**src/design/sipr_pkg.sv**
```systemverilog
// Package for the serial source priority control register block.
// Assumes a 32-bit Avalon-MM slave with word addressing inside the block.
package sipr_pkg;

  // ----------------------------------------------------------------
  // Register map
  // ----------------------------------------------------------------
  localparam logic [3:0]  SIPR_ADDR_PRIO   = 4'h0;  // Priority register
  localparam logic [3:0]  SIPR_ADDR_STATUS = 4'h1;  // Enabled-source view
  localparam logic [31:0] SIPR_UNMAPPED    = 32'h0000_0000;

  // ----------------------------------------------------------------
  // Field layout
  // ----------------------------------------------------------------
  localparam int SIPR_UART4_LSB = 12;
  localparam int SIPR_OTG_LSB   = 8;
  localparam int SIPR_TW2_LSB   = 4;
  localparam int SIPR_TW1_LSB   = 0;
  localparam int SIPR_NFIELDS   = 4;
  localparam int SIPR_FIELD_W   = 3;
  localparam int SIPR_FIELD_PITCH = 4;

  localparam logic [2:0]  SIPR_PRIO_RESET = 3'h4;  // Priority 4 at reset
  localparam logic [2:0]  SIPR_PRIO_OFF   = 3'h0;  // Source disabled
  localparam logic [2:0]  SIPR_PRIO_MIN   = 3'h1;  // Lowest enabled
  localparam logic [2:0]  SIPR_PRIO_MAX   = 3'h7;  // Highest
  localparam logic [15:0] SIPR_IMPL_MASK  = 16'h7777;
  localparam logic [15:0] SIPR_REG_RESET  = 16'h4444;

  // ----------------------------------------------------------------
  // State carrier
  // ----------------------------------------------------------------
  typedef struct packed {
    logic [15:0] prio;       // Stored priority register
    logic [31:0] rdata;      // Registered read data
    logic        ack;        // Access answered this cycle
  } sipr_state_s;

endpackage : sipr_pkg

```
**src/design/sipr_top.sv**
```systemverilog
// What this block does
// (RULE1) Bits 14..12 hold the read/write UART4 error priority.
// (RULE2) Bits 10..8 hold the read/write on-the-go controller priority.
// (RULE3) Bits 6..4 hold the read/write channel 2 collision priority.
// (RULE4) Bits 2..0 hold the read/write channel 1 collision priority.
// (RULE5) Code 111 is priority 7, highest; other codes are their level.
// (RULE6) Code 001 is priority 1; code 000 disables the source.
// (RULE7) Reset loads 100 in each field; bits 15,11,7,3 read zero.
//
// File holds the register slice with its Avalon-MM slave.
// Assumes a master that holds requests until waitrequest is low.
//
// The Avalon-MM interface to the registers and the register addresses were left to the implementer.
`timescale 1ns/1ps

module sipr_top
  import sipr_pkg::*;
(
  input  wire logic        clk_sys_i,
  input  wire logic        rst_i,
  input  wire logic [3:0]  avs_address_i,
  input  wire logic        avs_read_i,
  input  wire logic        avs_write_i,
  input  wire logic [31:0] avs_writedata_i,
  input  wire logic [3:0]  avs_byteenable_i,
  output logic [31:0]      avs_readdata_o,
  output logic             avs_waitrequest_o,
  output logic [2:0]       uart_ch4_error_priority_o,
  output logic [2:0]       otg_controller_priority_o,
  output logic [2:0]       twowire_ch2_collision_priority_o,
  output logic [2:0]       twowire_ch1_collision_priority_o,
  output logic [3:0]       source_enabled_o
);

  // ----------------------------------------------------------------
  // State
  // ----------------------------------------------------------------
  sipr_state_s st_r;
  sipr_state_s st_nxt;
  logic [3:0]  en_w;

  // A code of zero keeps the source from ever requesting service
  function automatic logic prio_enabled(input logic [2:0] p);
    prio_enabled = (p != SIPR_PRIO_OFF);  // [RULE6]
  endfunction : prio_enabled

  // Enable view, one bit per field
  genvar g;
  generate
    for (g = 0; g < SIPR_NFIELDS; g++) begin : g_en
      assign en_w[g] = prio_enabled(
        st_r.prio[g*SIPR_FIELD_PITCH +: SIPR_FIELD_W]);  // [RULE5] [RULE6]
    end
  endgenerate

  // Next state: one wait cycle on every access keeps read data registered.
  // The read word is captured on the accepting edge; a write lands only on
  // the following edge, the one at which the master sees waitrequest low.
  always_comb begin
    logic [15:0] wmask;
    wmask  = {{8{avs_byteenable_i[1]}}, {8{avs_byteenable_i[0]}}};
    st_nxt = st_r;
    st_nxt.ack = 1'b0;
    // Unimplemented bits never store  [RULE1] [RULE2] [RULE3] [RULE4]
    if (avs_write_i && st_r.ack && avs_address_i == SIPR_ADDR_PRIO) begin
      st_nxt.prio = (st_r.prio & ~(wmask & SIPR_IMPL_MASK)) |
                    (avs_writedata_i[15:0] & wmask &
                     SIPR_IMPL_MASK);  // [RULE7]
    end
    if ((avs_read_i || avs_write_i) && !st_r.ack) begin
      st_nxt.ack = 1'b1;
      st_nxt.rdata = SIPR_UNMAPPED;
      if (avs_read_i) begin
        case (avs_address_i)
          SIPR_ADDR_PRIO: begin
            st_nxt.rdata = {16'h0000, st_r.prio & SIPR_IMPL_MASK};  // [RULE7]
          end
          SIPR_ADDR_STATUS: begin
            st_nxt.rdata = {28'h0000000, en_w};
          end
          default: begin
            st_nxt.rdata = SIPR_UNMAPPED;
          end
        endcase
      end
    end
  end

  // State register
  always_ff @(posedge clk_sys_i or posedge rst_i) begin
    if (rst_i) begin
      st_r.prio  <= SIPR_REG_RESET;  // [RULE7]
      st_r.rdata <= SIPR_UNMAPPED;
      st_r.ack   <= 1'b0;
    end else begin
      st_r <= st_nxt;
    end
  end

  // ----------------------------------------------------------------
  // Outputs
  // ----------------------------------------------------------------
  assign avs_readdata_o    = st_r.rdata;
  assign avs_waitrequest_o = (avs_read_i || avs_write_i) && !st_r.ack;
  assign uart_ch4_error_priority_o =
    st_r.prio[SIPR_UART4_LSB +: SIPR_FIELD_W];  // [RULE1]
  assign otg_controller_priority_o =
    st_r.prio[SIPR_OTG_LSB +: SIPR_FIELD_W];  // [RULE2]
  assign twowire_ch2_collision_priority_o =
    st_r.prio[SIPR_TW2_LSB +: SIPR_FIELD_W];  // [RULE3]
  assign twowire_ch1_collision_priority_o =
    st_r.prio[SIPR_TW1_LSB +: SIPR_FIELD_W];  // [RULE4]
  assign source_enabled_o = en_w;
endmodule : sipr_top

```
**config.mk**
```make
export PLATFORM = sky130hd
export DESIGN_NAME = sipr_top
export DESIGN_NICKNAME = d
export VERILOG_FILES = /design/src/design/sipr_pkg.sv /design/src/design/sipr_top.sv
export SDC_FILE = /design/constraint.sdc
export NUM_CORES = 1
export LEC_CHECK = 0
export ABC_CLOCK_PERIOD_IN_PS = 1750
export CAP_MARGIN = 30
export CELL_PAD_IN_SITES_DETAIL_PLACEMENT = 0
export CELL_PAD_IN_SITES_GLOBAL_PLACEMENT = 2
export CORE_MARGIN = 3
export CORE_UTILIZATION = 34
export DETAILED_ROUTE_END_ITERATION = 7
export DONT_BUFFER_PORTS = 1
export GPL_TIMING_DRIVEN = 0
export PLACE_DENSITY_LB_ADDON = 0.1
export SETUP_SLACK_MARGIN = 0.3
export SLEW_MARGIN = 15
export SYNTH_ARGS = -nofsm -noshare
export SYNTH_HDL_FRONTEND = slang
export SYNTH_SLANG_ARGS = --single-unit
```
**constraint.sdc**
```tcl
create_clock -name clk_sys_i -period 1.75 [get_ports clk_sys_i]
set_clock_uncertainty 0.2 [all_clocks]
set_input_delay 0.175 -clock clk_sys_i [delete_from_list [all_inputs] [get_ports clk_sys_i]]
set_output_delay 0.175 -clock clk_sys_i [all_outputs]
set_load 0.01 [all_outputs]
```
==> impl_results.html, run 1 <==
<table>
<tr><th>Metric</th><th>Value</th></tr>
<tr><th colspan="2">Die</th></tr>
<tr><td>Overall die height</td><td>70.5 um</td></tr>
<tr><td>Count of pins on the block boundary</td><td>93</td></tr>
<tr><td>Initial Util</td><td>36.9%</td></tr>
<tr><td>Number of rows created at floorplan</td><td>22</td></tr>
<tr><td>Overall die width</td><td>70.5 um</td></tr>
<tr><td>Area of the die</td><td>4960 sq um</td></tr>
<tr><td>Placeable core area</td><td>3830 sq um</td></tr>
<tr><th colspan="2">Logic synthesis</th></tr>
<tr><td>Sequential fraction of the synthesis area</td><td>46.4%</td></tr>
<tr><td>Warnings from Yosys</td><td>0</td></tr>
<tr><td>Post-synth top cells</td><td>buf_4 (44), dfrtp_1 (22), nand2_1 (18)</td></tr>
<tr><td>Count of flip-flops with a built-in enable after synthesis</td><td>0</td></tr>
<tr><td>Synthesized area divided by synthesized cell count</td><td>10.6 sq um</td></tr>
<tr><td>Number of instances in the synthesized netlist</td><td>133</td></tr>
<tr><td>Commonest register cell after synthesis</td><td>dfrtp_1</td></tr>
<tr><td>Most used standard cell by instance count after synthesis</td><td>buf_4</td></tr>
<tr><td>Count of unique library cells instantiated by Yosys</td><td>21</td></tr>
<tr><td>Portion of synthesized cell area occupied by the leading cell type</td><td>39.0%</td></tr>
<tr><td>Synthesized flop and latch total</td><td>26</td></tr>
<tr><td>Share of synthesized flip-flops with an asynchronous set or reset</td><td>100%</td></tr>
<tr><td>Synthesized area</td><td>1410 sq um</td></tr>
<tr><td>Top cells by area, synth</td><td>dfrtp_1 (39%), buf_4 (23%), mux2_2 (11%)</td></tr>
<tr><td>Dominant cell type by area after synthesis</td><td>dfrtp_1</td></tr>
<tr><th colspan="2">Final layout</th></tr>
<tr><td>Antenna cells</td><td>0</td></tr>
<tr><td>Filler cell count</td><td>400</td></tr>
<tr><td>Share of final-layout standard cells stronger than drive strength 1</td><td>48.1%</td></tr>
<tr><td>Signed area change from the synthesized netlist to the final layout</td><td>34.4%</td></tr>
<tr><td>Post-Layout Inst Area</td><td>1900 sq um</td></tr>
<tr><td>Net total in the final layout</td><td>228</td></tr>
<tr><th colspan="2">Global route</th></tr>
<tr><td>Global-route congestion overflow total</td><td>0</td></tr>
<tr><td>Antenna violations before repair</td><td>0</td></tr>
<tr><td>Number of global-route vias before repair</td><td>1027</td></tr>
<tr><td>Global-route wire length before repair</td><td>4.94 mm</td></tr>
<tr><td>All-layer global routing usage</td><td>12.4%</td></tr>
<tr><td>Largest net degree at the start of global routing</td><td>16</td></tr>
<tr><th colspan="2">Timing</th></tr>
<tr><td>Setup TNS Final</td><td>0 ns</td></tr>
<tr><td>RSZ-0062 raised after global routing</td><td>true</td></tr>
<tr><td>Number of slew-limit violations in the final report</td><td>0</td></tr>
<tr><td>Achievable frequency</td><td>646 MHz</td></tr>
<tr><td>Final setup violation count</td><td>0</td></tr>
<tr><td>Number of hold-slack violations in the final timing report</td><td>1</td></tr>
<tr><td>Fraction of the cycle the final worst path needs</td><td>88.4%</td></tr>
<tr><td>Tmin final</td><td>1.55 ns</td></tr>
<tr><td>Fin Hold WS</td><td>-0.0588 ns</td></tr>
<tr><th colspan="2">Status</th></tr>
<tr><td>Violations in the final reports</td><td>negative hold slack</td></tr>
<tr><td>Run status</td><td>complete, but fails checks</td></tr>
<tr><th colspan="2">Routing</th></tr>
<tr><td>Final routed wirelength across all metal layers</td><td>3.07 mm</td></tr>
<tr><td>DRT Pass-1 Iters</td><td>4</td></tr>
<tr><td>Violation count after the first detailed-route iteration</td><td>12</td></tr>
<tr><td>Post-detailed-route DRC marker count</td><td>0</td></tr>
<tr><td>DRT antenna net count</td><td>0</td></tr>
<tr><td>DR vias</td><td>979</td></tr>
<tr><td>Drt via density</td><td>4.24</td></tr>
<tr><td>Routed wirelength normalized by instance count</td><td>13.3 um</td></tr>
<tr><th colspan="2">Clocking</th></tr>
<tr><td>Number of sinks on the clock net</td><td>26</td></tr>
<tr><td>Clock tree from TritonCTS</td><td>yes</td></tr>
<tr><td>TritonCTS buffer count</td><td>3</td></tr>
<tr><td>Number of levels in the clock H-tree</td><td>1</td></tr>
<tr><td>Clock transition at the registers of the reported paths</td><td>0.09 ns</td></tr>
<tr><td>CTS root buf</td><td>clkbuf_8</td></tr>
<tr><td>Number of buffers on the longest clock path</td><td>2</td></tr>
<tr><td>Hold-fix buffer count after cts</td><td>14</td></tr>
<tr><td>Clock latency of the later-clocked register in the worst-skew pair</td><td>0.26 ns</td></tr>
<tr><th colspan="2">Critical path</th></tr>
<tr><td>CP arrival</td><td>1.51 ns</td></tr>
<tr><td>Kind of critical path</td><td>reg -&gt; reg</td></tr>
<tr><td>Crit-path cells</td><td>or3_4, mux2_4, a22o_1</td></tr>
<tr><td>CP peak stage delay</td><td>0.40 ns</td></tr>
<tr><td>Required time at the worst-slack endpoint</td><td>1.71 ns</td></tr>
<tr><td>Critical-path top delay cell</td><td>or3_4</td></tr>
<tr><td>Buffers &amp; Inverters on Critical Path</td><td>0</td></tr>
<tr><td>Family with the most delay on the worst path</td><td>simple AND/OR/NAND/NOR gates</td></tr>
<tr><td>Critical path endpoint category</td><td>flip-flop</td></tr>
<tr><td>R2R Setup Slk</td><td>0.20 ns</td></tr>
<tr><td>Startpoint class of the critical path</td><td>flip-flop</td></tr>
<tr><td>Crit path max fanout</td><td>2</td></tr>
<tr><th colspan="2">Power and ir drop</th></tr>
<tr><td>Power per cell area</td><td>794 nW/um^2</td></tr>
<tr><td>P_leak</td><td>0.986 nW</td></tr>
<tr><td>Worst VDD drop</td><td>332 uV</td></tr>
<tr><th colspan="2">Placed design</th></tr>
<tr><td>Area post-placement</td><td>1560 sq um</td></tr>
<tr><td>Global placement routability congestion</td><td>0.694</td></tr>
<tr><td>IO buf count</td><td>0</td></tr>
<tr><td>Post-DP HPWL</td><td>2.34 mm</td></tr>
<tr><th colspan="2">Hold path</th></tr>
<tr><td>Class of the tightest hold or removal check</td><td>in -&gt; reg</td></tr>
<tr><th colspan="2">Job</th></tr>
<tr><td>Count of maximum capacitance violations</td><td>0</td></tr>
</table>
## metrics by stage
stage,power [W],setup WS (ns),hold slack [ns],instances,util [%]
global placement,0.00103,0.141,0.127,199,40.5
finish,0.00151,0.203,-0.0588,231,49.6
CTS,0.00150,0.178,0.0933,229,48.4
global route,0.00159,0.164,-0.0461,231,49.6
detailed placement,0.00104,0.126,-0.0894,200,40.8
floorplan,0.000980,0.223,0.0121,151,-
## cell type report
type                            count  area [sq um]  share of cell area [%]
Buffer                             45           338                    17.8
Tap cell                           48          60.1                    3.16
Timing Repair inverter              1          3.75                   0.198
Timing Repair Buffer               27           253                    13.3
Inverter                            2          21.3                    1.12
Clock buffer                        4          55.1                    2.90
Sequential cell                    26           656                    34.5
Multi-Input combinational cell     78           512                    27.0
## where the power goes
| group | switching (W) | leakage [nW] | internal, W |
|---|---|---|---|
| registers | 0.0000315 | 0.342 | 0.000656 |
| logic | 0.000188 | 0.616 | 0.000251 |
| clock network | 0.000179 | 0.0288 | 0.000201 |
| total | 0.000398 | 0.986 | 0.00111 |
## cell usage in the layout (no fill, tap or decap), drive strengths merged
| master | instances |
|---|---|
| a22o | 3 |
| a32o | 1 |
| and2b | 1 |
| buf | 57 |
| bufinv | 1 |
| clkbuf | 5 |
| conb | 19 |
| dfrtp | 22 |
| dfstp | 4 |
| dlygate4sd3 | 14 |
| inv | 2 |
| mux2 | 14 |
| nand2 | 18 |
| nand2b | 2 |
| nand4 | 2 |
| nor2 | 1 |
| nor3b | 1 |
| nor4b | 1 |
| o21ai | 10 |
| o21bai | 1 |
| or3 | 4 |
## metal layers
| layer | vias to the layer above | share of wire, % | GRT usage [%] |
|---|---|---|---|
| met5 | - | 0 | 0 |
| met4 | 0 | 0.42 | 3.19 |
| met3 | 2 | 11 | 4.17 |
| met2 | 47 | 48 | 20.2 |
| met1 | 446 | 40 | 15.8 |
| li1 | 484 | - | - |
## logic make-up after synthesis
kind of cell           count (synthesis)  synth area share, %
flip-flops                            26                 46.4
buffers and inverters                 47                 24.2
AO/OA/AOI/OAI                         15                 6.64
multiplexers                          14                 11.2
other                                  1                0.265
AND/OR/NAND/NOR                       30                 11.3
## worst paths after layout
| path | from | to | cells after the start |
|---|---|---|---|
| worst max-delay path | flip-flop | avs_readdata_o[1]$_DFFE_PP0P_ | 3 |
| worst min-delay path | avs_write_i | st_r[0]$_DFF_PP0_ | 2 |
| worst max register to register | flip-flop | avs_readdata_o[1]$_DFFE_PP0P_ | 3 |
| worst min register to register | avs_readdata_o[12]$_DFFE_PP0P_ | avs_readdata_o[12]$_DFFE_PP0P_ | 2 |
| max in group asynchronous | rst_i | async pin | 3 |
| min in group asynchronous | rst_i | avs_readdata_o[0]$_DFFE_PP0P_ | 2 |
## timing repair
item,in CTS,in global routing
gates resized for setup,5,6
cloned,1,0
buffers inserted,10,2
endpoints found under the hold margin,40,1
setup endpoints to repair,30,26
pin swaps,5,3
Power figures use the tool's default switching activity.
==> run 2: changes to the inputs <==
BUFFER_PORTS_ARGS = -buffer_cell sky130_fd_sc_hd__buf_2   (was unset)
CORE_UTILIZATION = 23   (was 34)
DONT_BUFFER_PORTS = unset   (was 1)
SLEW_MARGIN = 20   (was 15)
==> run 2 against run 1 <==
  * The flow now finishes without violations
  * Routed wire length grew 15%
  * Sequential cell count is the same
  * Clock power grew 2%
  * Non-clock buffer count grew 59
  * Final cell count grew 35%
  * Sequential power is essentially flat
==> impl_results.html, run 2 (synthesized netlist as in run 1, its figures left out) <==
<table>
<tr><th>Metric</th><th>Value</th></tr>
<tr><th colspan="2">Die</th></tr>
<tr><td>Overall die height</td><td>84.4 um (+20%)</td></tr>
<tr><td>Number of rows created at floorplan</td><td>27 (+23%)</td></tr>
<tr><td>Overall die width</td><td>84.4 um (+20%)</td></tr>
<tr><td>Count of pins on the block boundary</td><td>93 (unchanged)</td></tr>
<tr><td>Initial Util</td><td>24.7% (-12 points)</td></tr>
<tr><td>Placeable core area</td><td>5710 sq um (+49%)</td></tr>
<tr><td>Area of the die</td><td>7120 sq um (+43%)</td></tr>
<tr><th colspan="2">Routing</th></tr>
<tr><td>Post-detailed-route DRC marker count</td><td>0 (unchanged)</td></tr>
<tr><td>Final routed wirelength across all metal layers</td><td>3.55 mm (+15%)</td></tr>
<tr><td>Violation count after the first detailed-route iteration</td><td>33 (+21)</td></tr>
<tr><td>DRT antenna net count</td><td>0 (unchanged)</td></tr>
<tr><td>Drt via density</td><td>3.77 (-11%)</td></tr>
<tr><td>Routed metal-1 wire length</td><td>1.57 mm (+26%)</td></tr>
<tr><td>Routed wirelength normalized by instance count</td><td>11.3 um (-15%)</td></tr>
<tr><td>DR vias</td><td>1181 (+21%)</td></tr>
<tr><td>DRT Pass-1 Iters</td><td>4 (unchanged)</td></tr>
<tr><td>DR top layer</td><td>met4</td></tr>
<tr><td>Routed length on met2</td><td>1.67 mm (+13%)</td></tr>
<tr><td>Routed length on met3</td><td>273 um (-21%)</td></tr>
<tr><th colspan="2">Global route</th></tr>
<tr><td>Number of global-route vias before repair</td><td>1276 (+24%)</td></tr>
<tr><td>Global-route congestion overflow total</td><td>0 (unchanged)</td></tr>
<tr><td>Antenna violations before repair</td><td>0 (unchanged)</td></tr>
<tr><td>All-layer global routing usage</td><td>10.2% (-2.2 points)</td></tr>
<tr><td>Largest net degree at the start of global routing</td><td>18 (+2)</td></tr>
<tr><td>Global-route wire length before repair</td><td>5.91 mm (+20%)</td></tr>
<tr><th colspan="2">Timing</th></tr>
<tr><td>Fraction of the cycle the final worst path needs</td><td>89.2% (+0.77 points)</td></tr>
<tr><td>Setup TNS Final</td><td>0 ns (unchanged)</td></tr>
<tr><td>RSZ-0062 raised after global routing</td><td>true</td></tr>
<tr><td>Final setup violation count</td><td>0 (unchanged)</td></tr>
<tr><td>Tmin final</td><td>1.56 ns (+0.0135 ns)</td></tr>
<tr><td>Number of hold-slack violations in the final timing report</td><td>0 (-1)</td></tr>
<tr><td>Number of slew-limit violations in the final report</td><td>0 (unchanged)</td></tr>
<tr><td>Achievable frequency</td><td>641 MHz (-0.86%)</td></tr>
<tr><th colspan="2">Clocking</th></tr>
<tr><td>Clock transition at the registers of the reported paths</td><td>0.09 ns (about the same)</td></tr>
<tr><td>Number of sinks on the clock net</td><td>26 (unchanged)</td></tr>
<tr><td>Clock latency of the later-clocked register in the worst-skew pair</td><td>0.26 ns (about the same)</td></tr>
<tr><td>Number of buffers on the longest clock path</td><td>2 (unchanged)</td></tr>
<tr><td>TritonCTS buffer count</td><td>3 (unchanged)</td></tr>
<tr><td>CTS root buf</td><td>clkbuf_8</td></tr>
<tr><td>Clock tree from TritonCTS</td><td>yes</td></tr>
<tr><td>Number of levels in the clock H-tree</td><td>1 (unchanged)</td></tr>
<tr><th colspan="2">Placed design</th></tr>
<tr><td>Post-DP HPWL</td><td>2.62 mm (+12%)</td></tr>
<tr><td>IO buf count</td><td>51 (+51)</td></tr>
<tr><td>Area post-placement</td><td>1860 sq um (+19%)</td></tr>
<tr><td>Global placement routability congestion</td><td>0.678 (-2.3%)</td></tr>
<tr><th colspan="2">Power and ir drop</th></tr>
<tr><td>Proportion of power drawn by flip-flops and latches</td><td>39.9% (-5.7 points)</td></tr>
<tr><td>Internal power</td><td>0.00126 W (+14%)</td></tr>
<tr><td>Power per cell area</td><td>739 nW/um^2 (-6.9%)</td></tr>
<tr><td>Fraction of power spent switching nets</td><td>26.7% (+0.30 points)</td></tr>
<tr><td>Tot Pwr</td><td>0.00172 W (+14%)</td></tr>
<tr><td>Worst VDD drop</td><td>347 uV (+4.6%)</td></tr>
<tr><td>Proportion of power drawn by combinational gates</td><td>37.7% (+8.5 points)</td></tr>
<tr><td>Net switching power</td><td>0.000461 W (+16%)</td></tr>
<tr><td>P_leak</td><td>1.28 nW (+30%)</td></tr>
<tr><td>Proportion of power drawn by the clock network</td><td>22.4% (-2.8 points)</td></tr>
<tr><th colspan="2">Final layout</th></tr>
<tr><td>Reg area</td><td>656 sq um (unchanged)</td></tr>
<tr><td>Commonest non-fill, non-tap cells in the layout</td><td>buf_4 (52), buf_2 (42), dfrtp_1 (22), buf_6 (22), conb_1 (19)</td></tr>
<tr><td>Total area of multi-input combinational cells</td><td>513 sq um (+0.24%)</td></tr>
<tr><td>Net total in the final layout</td><td>286 (+25%)</td></tr>
<tr><td>Commonest non-fill, non-tap cell in the layout</td><td>buf_4</td></tr>
<tr><td>Core occupancy in the finished layout</td><td>40.9% (-8.7 points)</td></tr>
<tr><td>Share of final-layout standard cells stronger than drive strength 1</td><td>60.6% (+12 points)</td></tr>
<tr><td>Antenna cells</td><td>0 (unchanged)</td></tr>
<tr><td>Signed area change from the synthesized netlist to the final layout</td><td>65.3%</td></tr>
<tr><td>Post-Layout Inst Area</td><td>2330 sq um (+23%)</td></tr>
<tr><td>Filler cell count</td><td>590 (+48%)</td></tr>
<tr><th colspan="2">Critical path</th></tr>
<tr><td>Family with the most delay on the worst path</td><td>flip-flops</td></tr>
<tr><td>CP arrival</td><td>1.19 ns (-0.32 ns)</td></tr>
<tr><td>Reg-to-reg endpoint</td><td>avs_readdata_o[1]$_DFFE_PP0P_</td></tr>
<tr><td>Critical path endpoint category</td><td>output port</td></tr>
<tr><td>R2r worst-path depth</td><td>3 (unchanged)</td></tr>
<tr><td>Startpoint class of the critical path</td><td>flip-flop</td></tr>
<tr><td>CP peak stage delay</td><td>0.40 ns (about the same)</td></tr>
<tr><td>Critical-path top delay cell</td><td>dfrtp_1</td></tr>
<tr><td>Buffers &amp; Inverters on Critical Path</td><td>1 (+1)</td></tr>
<tr><td>Crit-path cells</td><td>or3_4, buf_6</td></tr>
<tr><td>R2R Setup Slk</td><td>0.23 ns (+0.03 ns)</td></tr>
<tr><td>Required time at the worst-slack endpoint</td><td>1.37 ns (-0.34 ns)</td></tr>
<tr><td>Kind of critical path</td><td>reg -&gt; out</td></tr>
<tr><td>Crit path max fanout</td><td>2 (unchanged)</td></tr>
<tr><th colspan="2">Hold path</th></tr>
<tr><td>Start point of the worst hold path</td><td>avs_address_i[0]</td></tr>
<tr><td>Worst hold path stage count</td><td>2 (unchanged)</td></tr>
<tr><td>Worst Hold Endpoint</td><td>avs_readdata_o[3]$_DFFE_PP0P_</td></tr>
<tr><td>Class of the tightest hold or removal check</td><td>in -&gt; reg</td></tr>
<tr><th colspan="2">Job</th></tr>
<tr><td>Count of maximum capacitance violations</td><td>0 (unchanged)</td></tr>
<tr><th colspan="2">Status</th></tr>
<tr><td>Run status</td><td>finished clean</td></tr>
</table>
run 2: metrics by stage:
step           worst slack (ns)  std cells  hold slack [ns]
2_1_floorplan             0.223        151           0.0121
3_3_place_gp             0.0258        274            0.208
3_5_place_dp             0.0155        275           0.0181
4_1_cts                   0.187        308           0.0797
5_1_grt                   0.154        313            0.114
6_report                  0.190        313           0.0853
run 2: worst max path at each step:
stage	cells after the start	start	slack (ns)	endpoint
5_1_grt	2	flip-flop	0.15	source_enabled_o[1]
6_report	2	flip-flop	0.19	source_enabled_o[1]
3_5_place_dp	4	avs_read_i	0.02	avs_waitrequest_o
2_1_floorplan	3	flip-flop	0.22	avs_readdata_o[1]$_DFFE_PP0P_
4_1_cts	2	flip-flop	0.19	source_enabled_o[1]
3_3_place_gp	4	avs_read_i	0.03	avs_waitrequest_o
run 2: power groups by stage:
stage	Combinational (W)	Clock (W)	Sequential, W
after detailed placement	0.000419	0	0.000716
after CTS	0.000582	0.000397	0.000683
final	0.000650	0.000386	0.000689
after global placement	0.000410	0	0.000713
after floorplan	0.000283	0	0.000698
after global routing	0.000705	0.000418	0.000695
run 2: cell type report:
type	count	share of cell area (%)
flip-flops and latches	26	28.1
plain buffers	45	14.7
clock buffers	4	2.36
multi-input cells	78	22.0
inverters	2	0.429
repair buffers	86	28.6
well taps	72	3.86
run 2: timing repair:
item | CTS | global route
hold endpoints to repair | 19 | 0
pin swaps | 5 | 1
hold buffers | 13 | 0
endpoints found under the setup margin | 30 | 37
setup buffers | 16 | 5
gates resized for setup | 9 | 22
run 2: worst register-to-register path, stage by stage, from the launching register on:
cell and delay (ns):
dfrtp_1 0.40, or3_4 0.39, mux2_4 0.26, a22o_1 0.17
run 2: metal layers:
layer	track usage (%)	up-vias
met2	16.7	49
met3	2.36	2
met1	13.0	532
met5	0	-
met4	3.88	0
li1	-	598
==> run 3: changes to the inputs <==
MAX_ROUTING_LAYER = met4   (was unset)
==> run 3 against run 2 <==
  * Cell area unchanged
  * Worst hold slack hardly changed
  * Routed wire length did not move
  * Critical path depth is the same
  * Worst setup slack hardly changed
  * Fmax barely moved
  * Global-route usage grew 0.30 points
  * Register-to-register slack hardly changed
  * Largest power group unchanged
  * Highest routed layer unchanged
==> impl_results.html, run 3 (synthesized netlist as in run 1, its figures left out) <==
<table>
<tr><th>Metric</th><th>Value</th></tr>
<tr><th colspan="2">Clocking</th></tr>
<tr><td>CTS root buf</td><td>clkbuf_8</td></tr>
<tr><td>Clock latency of the later-clocked register in the worst-skew pair</td><td>0.26 ns (about the same)</td></tr>
<tr><td>TritonCTS buffer count</td><td>3 (unchanged)</td></tr>
<tr><td>Number of sinks on the clock net</td><td>26 (unchanged)</td></tr>
<tr><td>Clock transition at the registers of the reported paths</td><td>0.09 ns (about the same)</td></tr>
<tr><td>Number of buffers on the longest clock path</td><td>2 (unchanged)</td></tr>
<tr><td>Number of levels in the clock H-tree</td><td>1 (unchanged)</td></tr>
<tr><td>Clock tree from TritonCTS</td><td>yes</td></tr>
<tr><th colspan="2">Critical path</th></tr>
<tr><td>Critical path endpoint category</td><td>output port</td></tr>
<tr><td>CP endpoint</td><td>source_enabled_o[1]</td></tr>
<tr><td>Family with the most delay on the worst path</td><td>flip-flops</td></tr>
<tr><td>Required time at the worst-slack endpoint</td><td>1.37 ns (about the same)</td></tr>
<tr><td>Critical-path top delay cell</td><td>dfrtp_1</td></tr>
<tr><td>Buffers &amp; Inverters on Critical Path</td><td>1 (unchanged)</td></tr>
<tr><td>CP peak stage delay</td><td>0.40 ns (about the same)</td></tr>
<tr><td>Startpoint class of the critical path</td><td>flip-flop</td></tr>
<tr><td>Crit path max fanout</td><td>2 (unchanged)</td></tr>
<tr><td>CP arrival</td><td>1.19 ns (about the same)</td></tr>
<tr><td>Kind of critical path</td><td>reg -&gt; out</td></tr>
<tr><td>R2R Setup Slk</td><td>0.23 ns (about the same)</td></tr>
<tr><td>R2r worst-path depth</td><td>3 (unchanged)</td></tr>
<tr><td>Crit-path cells</td><td>or3_4, buf_6</td></tr>
<tr><td>Reg-to-reg endpoint</td><td>avs_readdata_o[1]$_DFFE_PP0P_</td></tr>
<tr><td>Number of stages on the worst setup path</td><td>2 (unchanged)</td></tr>
<tr><th colspan="2">Job</th></tr>
<tr><td>Count of maximum capacitance violations</td><td>0 (unchanged)</td></tr>
<tr><th colspan="2">Hold path</th></tr>
<tr><td>Class of the tightest hold or removal check</td><td>in -&gt; reg</td></tr>
<tr><th colspan="2">Die</th></tr>
<tr><td>Overall die width</td><td>84.4 um (unchanged)</td></tr>
<tr><td>Number of rows created at floorplan</td><td>27 (unchanged)</td></tr>
<tr><td>Overall die height</td><td>84.4 um (unchanged)</td></tr>
<tr><td>Initial Util</td><td>24.7% (unchanged)</td></tr>
<tr><td>Count of pins on the block boundary</td><td>93 (unchanged)</td></tr>
<tr><td>Area of the die</td><td>7120 sq um (unchanged)</td></tr>
<tr><td>Placeable core area</td><td>5710 sq um (unchanged)</td></tr>
<tr><th colspan="2">Global route</th></tr>
<tr><td>Largest net degree at the start of global routing</td><td>18 (unchanged)</td></tr>
<tr><td>All-layer global routing usage</td><td>10.5% (+0.30 points)</td></tr>
<tr><td>Global-route wire length before repair</td><td>5.90 mm (-0.12%)</td></tr>
<tr><td>Global-route congestion overflow total</td><td>0 (unchanged)</td></tr>
<tr><td>Number of global-route vias before repair</td><td>1281 (+0.39%)</td></tr>
<tr><td>Antenna violations before repair</td><td>0 (unchanged)</td></tr>
<tr><th colspan="2">Timing</th></tr>
<tr><td>Number of hold-slack violations in the final timing report</td><td>0 (unchanged)</td></tr>
<tr><td>Achievable frequency</td><td>641 MHz (about the same)</td></tr>
<tr><td>Number of slew-limit violations in the final report</td><td>0 (unchanged)</td></tr>
<tr><td>Setup TNS Final</td><td>0 ns (unchanged)</td></tr>
<tr><td>Final setup violation count</td><td>0 (unchanged)</td></tr>
<tr><td>Fraction of the cycle the final worst path needs</td><td>89.2% (about the same)</td></tr>
<tr><td>Fin Hold WS</td><td>0.0852 ns (-0.000142 ns)</td></tr>
<tr><td>RSZ-0062 raised after global routing</td><td>true</td></tr>
<tr><td>Tmin final</td><td>1.56 ns (+0.000140 ns)</td></tr>
<tr><td>Setup slack of the critical path after layout</td><td>0.189 ns (-0.000140 ns)</td></tr>
<tr><th colspan="2">Placed design</th></tr>
<tr><td>Area post-placement</td><td>1860 sq um (unchanged)</td></tr>
<tr><td>Post-DP HPWL</td><td>2.62 mm (unchanged)</td></tr>
<tr><td>Worst slack after detailed placement</td><td>0.0155 ns (unchanged)</td></tr>
<tr><td>Post-placement cell count</td><td>275 (unchanged)</td></tr>
<tr><td>IO buf count</td><td>51 (unchanged)</td></tr>
<tr><td>Global placement routability congestion</td><td>0.684 (+1.0%)</td></tr>
<tr><th colspan="2">Routing</th></tr>
<tr><td>Routed wirelength normalized by instance count</td><td>11.3 um (unchanged)</td></tr>
<tr><td>DR vias</td><td>1181 (unchanged)</td></tr>
<tr><td>DRT Pass-1 Iters</td><td>4 (unchanged)</td></tr>
<tr><td>Post-detailed-route DRC marker count</td><td>0 (unchanged)</td></tr>
<tr><td>Violation count after the first detailed-route iteration</td><td>33 (unchanged)</td></tr>
<tr><td>Final routed wirelength across all metal layers</td><td>3.55 mm (unchanged)</td></tr>
<tr><td>DRT antenna net count</td><td>0 (unchanged)</td></tr>
<tr><td>Drt via density</td><td>3.77 (unchanged)</td></tr>
<tr><th colspan="2">Status</th></tr>
<tr><td>Run status</td><td>finished clean</td></tr>
<tr><th colspan="2">Final layout</th></tr>
<tr><td>Filler cell count</td><td>590 (unchanged)</td></tr>
<tr><td>Signed area change from the synthesized netlist to the final layout</td><td>65.3% (unchanged)</td></tr>
<tr><td>Commonest non-fill, non-tap cell in the layout</td><td>buf_4</td></tr>
<tr><td>Antenna cells</td><td>0 (unchanged)</td></tr>
<tr><td>Commonest non-fill, non-tap cells in the layout</td><td>buf_4 (52), buf_2 (42), dfrtp_1 (22), buf_6 (22), conb_1 (19)</td></tr>
<tr><td>Post-Layout Inst Area</td><td>2330 sq um (unchanged)</td></tr>
<tr><td>Post-route insts no fill</td><td>313 (unchanged)</td></tr>
<tr><td>Share of final-layout standard cells stronger than drive strength 1</td><td>60.6% (unchanged)</td></tr>
<tr><td>Net total in the final layout</td><td>286 (unchanged)</td></tr>
<tr><th colspan="2">Power and ir drop</th></tr>
<tr><td>Worst VDD drop</td><td>347 uV (about the same)</td></tr>
<tr><td>P_leak</td><td>1.28 nW (unchanged)</td></tr>
<tr><td>Power per cell area</td><td>739 nW/um^2 (about the same)</td></tr>
</table>
==> run 3: per-layer routing <==
layer	part of all wire [%]	GRT usage [%]
met5	0	-
met3	6.4	1.67
met2	47	16.8
met1	46	13.3
met4	1.2	3.88
==> run 3: what timing repair did <==
item	CTS	global route
gates resized for setup	9	22
endpoints found under the setup margin	30	37
pin swaps	5	1
hold endpoints to repair	19	0
buffers inserted	16	5
hold buffers	13	0
==> run 3: where the power goes <==
part           internal (W)  leakage (nW)  switching, W  total, W
Sequential         0.000656         0.342     0.0000329  0.000689
Clock              0.000201        0.0288      0.000185  0.000386
Combinational      0.000407         0.911      0.000243  0.000650
Total               0.00126          1.28      0.000462   0.00173
==> run 3: worst min path at each step <==
stage | to | startpoint | slack [ns] | depth (start not counted)
after global routing | avs_readdata_o[3]$_DFFE_PP0P_ | avs_address_i[0] | 0.11 | 2
final | avs_readdata_o[3]$_DFFE_PP0P_ | avs_address_i[0] | 0.09 | 2
after global placement | flip-flop | avs_writedata_i[4] | 0.21 | 2
after detailed placement | avs_readdata_o[13]$_DFFE_PP0P_ | rst_i | 0.02 | 2
after CTS | avs_readdata_o[3]$_DFFE_PP0P_ | avs_address_i[0] | 0.08 | 2
after floorplan | async pin | rst_i | 0.01 | 1
==> run 3: per-stage QoR <==
step	power (W)	utilization, %
floorplan	0.000980	-
finish	0.00173	40.9
global placement	0.00112	32.1
CTS	0.00166	38.6
detailed placement	0.00113	32.6
global route	0.00182	40.9
==> run 3: cell type report <==
cell class,instances,area (sq um),area share [%]
Inverter,2,10.0,0.429
Multi-Input combinational cell,78,513,22.0
Timing Repair Buffer,86,668,28.6
Buffer,45,343,14.7
Tap cell,72,90.1,3.86
Sequential cell,26,656,28.1
Clock buffer,4,55.1,2.36
